[src/core/servo_defs.svh]
// servo_defs.svh: offsets, field positions, reset values and timing figures
// assumes a 100 MHz system clock; included by the servo package users
`ifndef SERVO_DEFS_SVH
`define SERVO_DEFS_SVH

`define CLK_MHZ          100
`define CYC_PER_US       (`CLK_MHZ)
`define LONG_PRESS_MS    300
`define DOUBLE_WIN_MS    300
`define DEBOUNCE_MS      5
`define LONG_PRESS_CYC   (`LONG_PRESS_MS * 1000 * `CYC_PER_US)
`define DOUBLE_WIN_CYC   (`DOUBLE_WIN_MS * 1000 * `CYC_PER_US)
`define DEBOUNCE_CYC     (`DEBOUNCE_MS * 1000 * `CYC_PER_US)

`define FRAME_US_50      15'h4e20
`define FRAME_US_125     15'h1f40
`define FRAME_US_250     15'h0fa0
`define FRAME_US_333     15'h0bbb

`define WIDTH_MIN_US     12'h1f4
`define WIDTH_MAX_US     12'h9c4
`define WIDTH_DEF_US     12'h5dc
`define SWEEP_LO_US      12'h3e8
`define SWEEP_HI_US      12'h7d0
`define WIDTH_STEP_US    12'h00a
`define SWEEP_STEP_MIN   6'h01
`define SWEEP_STEP_MAX   6'h32
`define SWEEP_STEP_DEF   6'h05
`define RATE_SEL_DEF     2'h0

`define REG_CTRL         4'h0
`define REG_STATUS       4'h4
`define REG_WIDTH        4'h8
`define REG_SWEEP        4'hc
`define CTRL_RUN_BIT     0
`define ST_RUN_BIT       0
`define ST_FREQ_BIT      1
`define ST_SWEEP_BIT     2
`define ST_RATE_LSB      3

`endif

[src/core/servo_pkg.sv]
// servo_pkg: state types for the servo pulse generator
// assumes servo_defs.svh supplies all numeric figures
package servo_pkg;

  typedef enum logic [1:0] {
    BTN_IDLE  = 2'b00,
    BTN_HELD  = 2'b01,
    BTN_LONG  = 2'b10,
    BTN_WAIT2 = 2'b11
  } btn_state_t;

  typedef struct packed {
    btn_state_t  btn;
    logic [31:0] btn_cnt;
    logic        run;
    logic        edit_freq;
    logic        sweep;
    logic        sweep_up;
    logic [1:0]  rate_sel;
    logic [11:0] width;
    logic [5:0]  sweep_step;
    logic [6:0]  pre;
    logic [14:0] frame_cnt;
    logic        pwm;
    logic [15:0] rdata;
  } servo_state_t;

  typedef struct packed {
    logic        a_s1;
    logic        a_s2;
    logic        b_s1;
    logic        b_s2;
    logic        k_s1;
    logic        k_s2;
    logic        a_prev;
    logic        k_stable;
    logic [31:0] k_cnt;
    logic        cw;
    logic        ccw;
  } cond_state_t;

endpackage : servo_pkg

[src/core/input_conditioner.sv]
// input_conditioner: synchronises encoder and button pins, decodes steps,
// debounces the button; assumes pins are asynchronous to clk
`timescale 1ns/100ps
`include "servo_defs.svh"

module input_conditioner #(
  parameter int DEBOUNCE_CYC = `DEBOUNCE_CYC
) (
  input  wire logic clk,
  input  wire logic rst_n,
  input  wire logic ce,
  input  wire logic enc_a,
  input  wire logic enc_b,
  input  wire logic button,
  output logic      step_cw,
  output logic      step_ccw,
  output logic      pressed
);
  import servo_pkg::*;

  cond_state_t st;
  cond_state_t next_st;

  always_comb
  begin
    next_st      = st;
    next_st.a_s1 = enc_a;
    next_st.a_s2 = st.a_s1;
    next_st.b_s1 = enc_b;
    next_st.b_s2 = st.b_s1;
    next_st.k_s1 = button;
    next_st.k_s2 = st.k_s1;
    next_st.a_prev = st.a_s2;
    // one step per full detent: count on rising edge of channel a only
    next_st.cw  = st.a_s2 && !st.a_prev && !st.b_s2;
    next_st.ccw = st.a_s2 && !st.a_prev && st.b_s2;
    if (st.k_s2 == st.k_stable)
    begin
      next_st.k_cnt = 32'h0;
    end
    else if (st.k_cnt >= 32'(DEBOUNCE_CYC - 1))
    begin
      next_st.k_stable = st.k_s2;
      next_st.k_cnt    = 32'h0;
    end
    else
    begin
      next_st.k_cnt = st.k_cnt + 32'h1;
    end
  end

  always_ff @(posedge clk or negedge rst_n)
  begin
    if (!rst_n)
      st <= '0;
    else if (ce)
      st <= next_st;
  end

  assign step_cw  = st.cw;
  assign step_ccw = st.ccw;
  assign pressed  = st.k_stable;

endmodule : input_conditioner

[src/core/servo_pulse_generator.sv]
// servo_pulse_generator: servo control pulse with encoder and button editing
// assumes encoder/button pins are asynchronous; button input is high when pressed
//
// Implementation choices: strobed register access and the register addresses.
`timescale 1ns/100ps
`include "servo_defs.svh"

module servo_pulse_generator #(
  parameter int LONG_PRESS_CYC = `LONG_PRESS_CYC,
  parameter int DOUBLE_WIN_CYC = `DOUBLE_WIN_CYC,
  parameter int DEBOUNCE_CYC   = `DEBOUNCE_CYC
) (
  input  wire logic        CLK_SYS,
  input  wire logic        RST_N,
  input  wire logic        CE,
  input  wire logic [3:0]  ADDR,
  input  wire logic [15:0] WDATA,
  input  wire logic        WR,
  input  wire logic        RD,
  output logic      [15:0] RDATA,
  input  wire logic        ENC_A,
  input  wire logic        ENC_B,
  input  wire logic        BUTTON,
  output logic             PWM_OUT,
  output logic             EDIT_FREQ,
  output logic             SWEEP_ON,
  output logic             RUNNING
);
  import servo_pkg::*;

  localparam logic [6:0] PRE_LAST = 7'(`CYC_PER_US - 1);

  servo_state_t st;
  servo_state_t next_st;
  logic         step_cw;
  logic         step_ccw;
  logic         pressed;

  input_conditioner #(
    .DEBOUNCE_CYC (DEBOUNCE_CYC)
  ) u_cond (
    .clk      (CLK_SYS),
    .rst_n    (RST_N),
    .ce       (CE),
    .enc_a    (ENC_A),
    .enc_b    (ENC_B),
    .button   (BUTTON),
    .step_cw  (step_cw),
    .step_ccw (step_ccw),
    .pressed  (pressed)
  );

  // frame length in microseconds for each rate code
  function automatic logic [14:0] frame_us(input logic [1:0] sel);
    logic [14:0] r;
    r = `FRAME_US_50;
    unique case (sel)
      2'h0: r = `FRAME_US_50;
      2'h1: r = `FRAME_US_125;
      2'h2: r = `FRAME_US_250;
      2'h3: r = `FRAME_US_333;
    endcase
    return r;
  endfunction : frame_us

  // move a width by delta and hold it inside lo..hi
  function automatic logic [11:0] nudge(input logic [11:0] w,
                                        input logic [11:0] delta,
                                        input logic        up,
                                        input logic [11:0] lo,
                                        input logic [11:0] hi);
    logic [12:0] t;
    t = up ? ({1'b0, w} + {1'b0, delta}) : ({1'b0, w} - {1'b0, delta});
    if (!up && (w < lo + delta))
      return lo;
    else if (up && (t > {1'b0, hi}))
      return hi;
    else if (t[11:0] < lo)
      return lo;
    else
      return t[11:0];
  endfunction : nudge

  always_comb
  begin
    logic        tick;
    logic        boundary;
    logic        short_rel;
    logic        long_hit;
    logic        dbl;
    logic [11:0] w;
    tick      = 1'b0;
    boundary  = 1'b0;
    short_rel = 1'b0;
    long_hit  = 1'b0;
    dbl       = 1'b0;
    w         = st.width;
    next_st   = st;

    // prescaler held while stopped so the first microsecond after start is whole
    tick = (st.pre == PRE_LAST);
    if (!st.run)
      next_st.pre = 7'h0;
    else
      next_st.pre = tick ? 7'h0 : st.pre + 7'h1;

    // frame counter; >= guards a shorter frame chosen mid-frame
    if (!st.run)
    begin
      next_st.frame_cnt = 15'h0;
    end
    else if (tick)
    begin
      if (st.frame_cnt >= frame_us(st.rate_sel) - 15'h1)
      begin
        next_st.frame_cnt = 15'h0;
        boundary          = 1'b1;
      end
      else
      begin
        next_st.frame_cnt = st.frame_cnt + 15'h1;
      end
    end

    // button classification: short, long, double
    if (!st.run)
    begin
      next_st.btn     = BTN_IDLE;
      next_st.btn_cnt = 32'h0;
    end
    else
    begin
      unique case (st.btn)
        BTN_IDLE:
        begin
          next_st.btn_cnt = 32'h0;
          if (pressed)
            next_st.btn = BTN_HELD;
        end
        BTN_HELD:
        begin
          if (!pressed)
          begin
            next_st.btn     = BTN_WAIT2;
            next_st.btn_cnt = 32'h0;
          end
          else if (st.btn_cnt >= 32'(LONG_PRESS_CYC - 1))
          begin
            long_hit    = 1'b1;
            next_st.btn = BTN_LONG;
          end
          else
          begin
            next_st.btn_cnt = st.btn_cnt + 32'h1;
          end
        end
        BTN_LONG:
        begin
          if (!pressed)
            next_st.btn = BTN_IDLE;
        end
        BTN_WAIT2:
        begin
          if (pressed)
          begin
            dbl         = 1'b1;
            next_st.btn = BTN_LONG;
          end
          else if (st.btn_cnt >= 32'(DOUBLE_WIN_CYC - 1))
          begin
            // a lone short press only counts once no second press can follow
            short_rel   = 1'b1;
            next_st.btn = BTN_IDLE;
          end
          else
          begin
            next_st.btn_cnt = st.btn_cnt + 32'h1;
          end
        end
      endcase
    end

    if (short_rel)
      next_st.edit_freq = !st.edit_freq;

    if (long_hit)
    begin
      if (st.edit_freq)
      begin
        next_st.sweep    = !st.sweep;
        next_st.sweep_up = 1'b1;
      end
      else
      begin
        w = `WIDTH_DEF_US;
      end
    end

    // encoder steps
    if (st.run && (step_cw || step_ccw))
    begin
      if (st.edit_freq)
      begin
        next_st.rate_sel = step_cw ? st.rate_sel + 2'h1 : st.rate_sel - 2'h1;
      end
      else if (st.sweep)
      begin
        if (step_cw && st.sweep_step < `SWEEP_STEP_MAX)
          next_st.sweep_step = st.sweep_step + 6'h1;
        else if (step_ccw && st.sweep_step > `SWEEP_STEP_MIN)
          next_st.sweep_step = st.sweep_step - 6'h1;
      end
      else
      begin
        w = nudge(st.width, `WIDTH_STEP_US, step_cw, `WIDTH_MIN_US, `WIDTH_MAX_US);
      end
    end

    // sweep ramp: a smaller step per frame gives a longer sweep period
    if (st.sweep && boundary)
    begin
      w = nudge(st.width, {6'h0, st.sweep_step}, st.sweep_up,
                `SWEEP_LO_US, `SWEEP_HI_US);
      if (st.sweep_up && w == `SWEEP_HI_US)
        next_st.sweep_up = 1'b0;
      else if (!st.sweep_up && w == `SWEEP_LO_US)
        next_st.sweep_up = 1'b1;
    end
    next_st.width = w;

    if (dbl)
    begin
      next_st.run       = 1'b0;
      next_st.edit_freq = 1'b0;
    end

    // software start wins over a simultaneous exit
    if (WR && ADDR == `REG_CTRL && WDATA[`CTRL_RUN_BIT])
      next_st.run = 1'b1;
    if (WR && ADDR == `REG_SWEEP && WDATA[5:0] >= `SWEEP_STEP_MIN
        && WDATA[5:0] <= `SWEEP_STEP_MAX)
      next_st.sweep_step = WDATA[5:0];

    // pulse high for the first width microseconds of each frame
    next_st.pwm = next_st.run && ({3'h0, next_st.width} > next_st.frame_cnt);

    next_st.rdata = 16'h0;
    if (RD)
    begin
      unique case (ADDR)
        `REG_CTRL:
          next_st.rdata[`CTRL_RUN_BIT] = st.run;
        `REG_STATUS:
        begin
          next_st.rdata[`ST_RUN_BIT]   = st.run;
          next_st.rdata[`ST_FREQ_BIT]  = st.edit_freq;
          next_st.rdata[`ST_SWEEP_BIT] = st.sweep;
          next_st.rdata[`ST_RATE_LSB +: 2] = st.rate_sel;
        end
        `REG_WIDTH:
          next_st.rdata[11:0] = st.width;
        `REG_SWEEP:
          next_st.rdata[5:0] = st.sweep_step;
        default:
          next_st.rdata = 16'h0;
      endcase
    end
  end

  always_ff @(posedge CLK_SYS or negedge RST_N)
  begin
    if (!RST_N)
    begin
      st            <= '0;
      st.btn        <= BTN_IDLE;
      st.sweep_up   <= 1'b1;
      st.rate_sel   <= `RATE_SEL_DEF;
      st.width      <= `WIDTH_DEF_US;
      st.sweep_step <= `SWEEP_STEP_DEF;
    end
    else if (CE)
    begin
      st <= next_st;
    end
  end

  assign RDATA     = st.rdata;
  assign PWM_OUT   = st.pwm;
  assign EDIT_FREQ = st.edit_freq;
  assign SWEEP_ON  = st.sweep;
  assign RUNNING   = st.run;

endmodule : servo_pulse_generator

[config.mk]
export PLATFORM = sky130hd
export DESIGN_NAME = servo_pulse_generator
export DESIGN_NICKNAME = d
export VERILOG_FILES = /design/src/core/servo_pkg.sv /design/src/core/input_conditioner.sv /design/src/core/servo_pulse_generator.sv
export VERILOG_INCLUDE_DIRS = /design/src /design/src/core
export SDC_FILE = /design/constraint.sdc
export NUM_CORES = 1
export LEC_CHECK = 0
export BUFFER_PORTS_ARGS = -buffer_cell sky130_fd_sc_hd__buf_2
export CAP_MARGIN = 20
export CELL_PAD_IN_SITES_DETAIL_PLACEMENT = 1
export CELL_PAD_IN_SITES_GLOBAL_PLACEMENT = 2
export CORE_ASPECT_RATIO = 0.6
export CORE_UTILIZATION = 42
export DETAILED_ROUTE_END_ITERATION = 8
export GPL_TIMING_DRIVEN = 1
export PLACE_DENSITY_LB_ADDON = 0.1
export SYNTH_ARGS = -nofsm -noshare
export SYNTH_HDL_FRONTEND = slang
export SYNTH_SLANG_ARGS = --single-unit
[constraint.sdc]
create_clock -name CLK_SYS -period 11.6 [get_ports CLK_SYS]
set_input_delay 0.58 -clock CLK_SYS [delete_from_list [all_inputs] [get_ports CLK_SYS]]
set_output_delay 0.58 -clock CLK_SYS [all_outputs]
set_load 0.01 [all_outputs]
==> flow_summary.json, run 1 <==
{
  "vias_per_cell": 5.90,
  "area_growth_pct": 9.82,
  "synth-seq-area-share_pct": 35.1,
  "leakage_nw": 4.69,
  "track_usage_pct": 26.1,
  "cts_htree_levels": 4,
  "yosys-top-cells-area": "dfrtp_1, ha_1, o21ai_0",
  "final_core_util_pct": 47.7,
  "die_w_um": 198,
  "dp.cells": 1419,
  "drv_cap": 0,
  "port_buffers": 33,
  "cts_buffers": 17,
  "finalClockSkew_ps": 7.45,
  "fin_nets": 1233,
  "dp_hpwl_um": 21500,
  "drtIter0Drc": 598,
  "nFillCells": 2681,
  "start_kind": "flip-flop",
  "period_needed_ps": 6050,
  "placed_area_sq_um": 9970,
  "fmaxAchievable_mhz": 165,
  "synthFlopType": "dfrtp_1",
  "status": "finished, final reports clean",
  "final_design_area_no_fill_sq_um": 10600,
  "seqCellArea_sq_um": 3390,
  "cts_tree": "done",
  "hold_viol": 0,
  "clk_pin_slew_ps": 60,
  "irDropWorstVdd_uv": 101,
  "yosysMostFrequentCell": "o21ai_0",
  "synth_top_area_share_pct": 32.4,
  "ys_top_cells_by_count": "o21ai_0, dfrtp_1, nand2_1",
  "cp.arrival_ps": 6320,
  "postSynthAreaPerCell_sq_um": 8.55,
  "tightest_slew_ps": 882,
  "ys_async_sr_fraction_pct": 100,
  "setup_viol": 0,
  "cts-root-buf": "clkbuf_16",
  "slew_violations": 0,
  "wl_per_cell_um": 20.0,
  "synth_edf_count": 0,
  "drc_errors": 0,
  "cts_max_path_buffers": 2,
  "grt_overflow": 0,
  "place_congestion": 0.916,
  "end_kind": "flip-flop",
  "synthCells": 1131,
  "critPathKind": "reg2reg",
  "worstPathRequired_ps": 11870,
  "yosys_warnings": 0,
  "holdBufCountCts": 0,
  "pre_cts_slack_ps": 5650,
  "io_pins": 48,
  "yosysUniqueCellTypes": 83,
  "cts_resized": 0,
  "dieHeight_um": 120,
  "core-area_sq_um": 22300,
  "yosysTopAreaCell": "dfrtp_1",
  "synth_seq_cells": 135,
  "drt.antenna.violating_nets": 0,
  "power_density_nw_per_um2": 192,
  "grt_pass1_vias": 8572,
  "slew_headroom_pct": 41.0,
  "fin_setup_tns_ps": 0,
  "hp-class": "in2async",
  "dr.pass1.iters": 5,
  "diodes": 0,
  "netlist_area_sq_um": 9670,
  "fin_crit_sh_pct": 52.1,
  "grt_max_degree": 87,
  "die_area_sq_um": 23600,
  "initial_core_util_pct": 43.4,
  "vias": 8560,
  "antenna_found_initial": 0,
  "post-cts-setup-buffers": 0,
  "multi_input_area_sq_um": 5810,
  "hold_ws_ps": 155,
  "worstPathMaxFanout": 14,
  "totalWireLength_um": 29100,
  "grt_setup_unrepaired": "false",
  "std_cell_rows": 42,
  "clock_latency_ps": 440,
  "fin_cells": 1451,
  "fin_total_pwr_mw": 2.04,
  "grt_pass1_wl_um": 47700,
  "drive_gt1_share_pct": 9.71,
  "setup_slack_ps": 5550,
  "cts.sinks": 135
}
final cells by class:
| cell class | count | share of cell area (%) |
|---|---|---|
| Clock buffer | 20 | 4.40 |
| Clock inverter | 11 | 1.61 |
| Inverter | 47 | 1.66 |
| Multi-Input combinational cell | 891 | 54.7 |
| Sequential cell | 135 | 31.9 |
| Tap cell | 308 | 3.63 |
| Timing Repair Buffer | 39 | 2.04 |
per-layer routing:
layer  share of wire [%]  GRT usage [%]  vias to the layer above  wire length [um]
li1                    -              -                     4107                 -
met1                  56           41.9                     4232             16100
met2                  38           33.8                      195             11000
met3                 5.5           5.85                       26              1590
met4                 1.3           7.32                        0               367
met5                   0              0                        -                 0
worst paths after layout:
path	start	endpoint	slack, ps	cells after the start
max	st[39]	PWM_OUT	5550	24
min	RST_N	st[82]	160	1
max reg2reg	st[39]	PWM_OUT	5550	24
min reg2reg	st[79]	st[79]	490	1
max in group asynchronous	RST_N	RDATA[4]	10080	2
min in group CLK_SYS	BUTTON	u_cond.next_st[36]	370	2
state kept, by name (all words and copies together), names as in the netlist:
| register | count |
|---|---|
| st | 77 |
| u_cond.st | 35 |
| RDATA | 12 |
| u_cond.next_st | 4 |
| EDIT_FREQ | 1 |
| PWM_OUT | 1 |
| RUNNING | 1 |
| SWEEP_ON | 1 |
| u_cond.pressed | 1 |
| u_cond.step_ccw | 1 |
| u_cond.step_cw | 1 |
placed cells by master, fill, tap and decap left out, types with 27 or more instances in the layout:
cell type | Yosys | routed
dfrtp_1 | 125 | 125
o21ai_0 | 126 | 126
nand2_1 | 113 | 113
a21oi_1 | 64 | 64
nand4_1 | 31 | 31
inv_1 | 47 | 47
buf_2 | 3 | 32
nor2b_1 | 40 | 40
ha_1 | 72 | 72
xnor2_1 | 30 | 30
nor2_1 | 75 | 75
and3_1 | 27 | 27
critical path, cell delays in order, from the launching register on:
cell      delay (ps)
dfstp_2          650
inv_1            100
ha_1             340
mux2_2           170
inv_1             50
fa_1             420
nand2b_1         200
a211oi_1         370
nor2b_1          140
xnor2_1          500
nand3_1          220
o32ai_2          480
nand2b_1         470
nor2_1            90
o21a_1           190
ha_1             280
nor2b_1          140
o21a_1           160
o21ai_0          160
nand2b_1          80
a21oi_1          140
nor2b_1           60
o21ai_0          160
and3b_1          200
o32ai_1           80
report_power, final:
part,leakage [nW],switching [mW],internal [mW]
logic,2.57,0.509,0.323
clock network,0.308,0.220,0.376
registers,1.81,0.0975,0.513
total,4.69,0.826,1.21
logic make-up after synthesis:
logic type / share of synthesized area (%)
adders and majority gates: 9.84
AOI/OAI and AO/OA: 22.4
and+or+nand+nor: 21.5
buffers and inverters: 4.98
other: 0.0388
muxes: 2.04
xor gates and xnor gates: 4.17
DFF: 35.1
No activity file was read; power rests on OpenSTA's default activity.
==> run 2: changes to the inputs <==
--- a/config.mk
+++ b/config.mk
@@ -11,7 +11,7 @@
 export CELL_PAD_IN_SITES_DETAIL_PLACEMENT = 1
 export CELL_PAD_IN_SITES_GLOBAL_PLACEMENT = 2
 export CORE_ASPECT_RATIO = 0.6
-export CORE_UTILIZATION = 42
+export CORE_UTILIZATION = 35
 export DETAILED_ROUTE_END_ITERATION = 8
 export GPL_TIMING_DRIVEN = 1
 export PLACE_DENSITY_LB_ADDON = 0.1
==> constraint.sdc (replaced) <==
create_clock -name CLK_SYS -period 5.2 [get_ports CLK_SYS]
set_input_delay 0.26 -clock CLK_SYS [delete_from_list [all_inputs] [get_ports CLK_SYS]]
set_output_delay 0.26 -clock CLK_SYS [all_outputs]
set_load 0.01 [all_outputs]
==> run 2 against run 1 <==
  * Utilization decreased by 6.4 points
  * Combinational power rose to 2.6 times the previous value
  * Via count is 1.2% higher
  * Clock-buffer cell count increased by 3
  * Largest power group unchanged
  * Non-clock buffer count grew 45
  * Critical endpoint unchanged
  * Critical path type unchanged
  * Clock skew increased by 0.54 ps
  * First-iteration DRC count is 19% higher
  * Worst hold slack worse by 99 ps
  * Clock power is 100% higher
==> flow_summary.json, run 2 (synthesis results as in run 1) <==
{
  "drtIter0Drc": 711,
  "pre_cts_slack_ps": 1.94,
  "power_density_nw_per_um2": 423,
  "dp_hpwl_um": 23100,
  "largest_reg_flops": 77,
  "grt_overflow": 0,
  "cts.sinks": 135,
  "reg2reg_depth": 23,
  "status": "finished, final reports clean",
  "area_growth_pct": 14.1,
  "irDropWorstVdd_uv": 184,
  "setup_viol": 0,
  "end_kind": "flip-flop",
  "worstPathRequired_ps": 5490,
  "cts-root-buf": "clkbuf_16",
  "die_area_sq_um": 28300,
  "std_cell_rows": 46,
  "port_buffers": 33,
  "die_w_um": 217,
  "leakage_nw": 4.90,
  "dr.pass1.iters": 5,
  "core-area_sq_um": 26800,
  "totalWireLength_um": 30600,
  "place_congestion": 0.867,
  "drv_cap": 0,
  "vias_per_cell": 5.59,
  "dieHeight_um": 131,
  "drc_errors": 0,
  "vias": 8661,
  "final_design_area_no_fill_sq_um": 11000,
  "cts_htree_levels": 4,
  "clk_pin_slew_ps": 60,
  "clock_latency_ps": 440,
  "fin_nets": 1278,
  "cts_tree": "done",
  "final_common_cell": "dfrtp_1",
  "worstPathMaxFanout": 4,
  "tightest_slew_ps": 946,
  "layout_common_cells": "dfrtp_1, o21ai_0, nand2_1, nor2_1, ha_1",
  "hp-class": "in2reg",
  "crit_path_start": "st[39]",
  "initial_core_util_pct": 36.1,
  "r2r-start": "st[39]",
  "fmaxAchievable_mhz": 200,
  "regMostFlops": "st",
  "grt_pass1_vias": 8514,
  "fin_setup_tns_ps": 0,
  "cts_max_path_buffers": 2,
  "diodes": 0,
  "final_core_util_pct": 41.2,
  "track_usage_pct": 22.6,
  "antenna_found_initial": 0,
  "finalClockSkew_ps": 7.99,
  "cp.arrival_ps": 5280,
  "slew_violations": 0,
  "holdPathStages": 2,
  "wl_per_cell_um": 19.7,
  "fin_crit_sh_pct": 96.0,
  "grt_max_degree": 63,
  "slew_headroom_pct": 36.8,
  "cts_buffers": 17,
  "min-delay-start": "ENC_A",
  "placed_area_sq_um": 10400,
  "grt_pass1_wl_um": 49100,
  "hold_viol": 0,
  "critPathKind": "reg2reg",
  "drt.antenna.violating_nets": 0,
  "setup_slack_ps": 209,
  "io_pins": 48,
  "start_kind": "flip-flop",
  "period_needed_ps": 4990,
  "drive_gt1_share_pct": 13.6
}
## run 2: area by class of cell
| type | instances | area [sq um] |
|---|---|---|
| fill | 3191 | 15700 |
| inverter | 47 | 176 |
| clock inverter | 8 | 97.6 |
| sequential | 135 | 3390 |
| tap | 360 | 450 |
| clock buffer | 23 | 478 |
| timing repair buffer | 84 | 557 |
| multi-input combinational | 891 | 5880 |
## run 2: power by group
group / switching [mW] / internal [mW]
Sequential: 0.129 / 1.14
Clock: 0.462 / 0.737
Combinational: 1.32 / 0.876
## run 2: critical path, cell delays in order, from the launching register on
cell	delay, ps
dfstp_2	530
inv_1	60
ha_1	310
mux2_2	170
inv_1	50
fa_1	420
nand2b_4	180
a211oi_4	290
o2111ai_2	190
a211o_1	370
o32ai_2	340
nand2b_4	220
nor2_1	60
o21a_1	180
ha_1	290
nor2b_1	140
o21a_1	170
o21ai_0	140
nand2b_1	70
a21oi_1	150
nor2b_1	60
o21ai_1	180
and3b_1	210
o32ai_1	70
## run 2: final timing paths
path	endpoint	slack (ps)
setup / recovery	PWM_OUT	210
hold / removal	u_cond.next_st[40]	60
setup reg to reg	PWM_OUT	210
hold reg to reg	RDATA[2]	490
max in group asynchronous	st[41]	3780
min in group asynchronous	st[79]	370
## run 2: through the flow
stage,std cells,hold slack [ps],total power [mW]
final,1548,56.4,4.67
after CTS,1545,32.0,4.61
after detailed placement,1513,305,3.37
after global routing,1548,42.4,4.96
after global placement,1513,310,3.34
after floorplan,1135,-35.6,2.62
## run 2: layer usage
metal  wire, um  track usage [%]  share of wire [%]  up-vias
met5          0                0                  0        -
met4        297             5.55               0.97        0
met3       1590             5.39                5.2       22
met2      11400             29.8                 37      134
met1      17300             35.9                 56     4309
li1           -                -                  -     4196
## run 2: repair_timing
item,in CTS,in global routing
pin swaps,0,4
endpoints found under the setup margin,1,1
resized for setup,2,13
hold endpoints to repair,56,0
hold buffers,1,0
buffers inserted,0,2
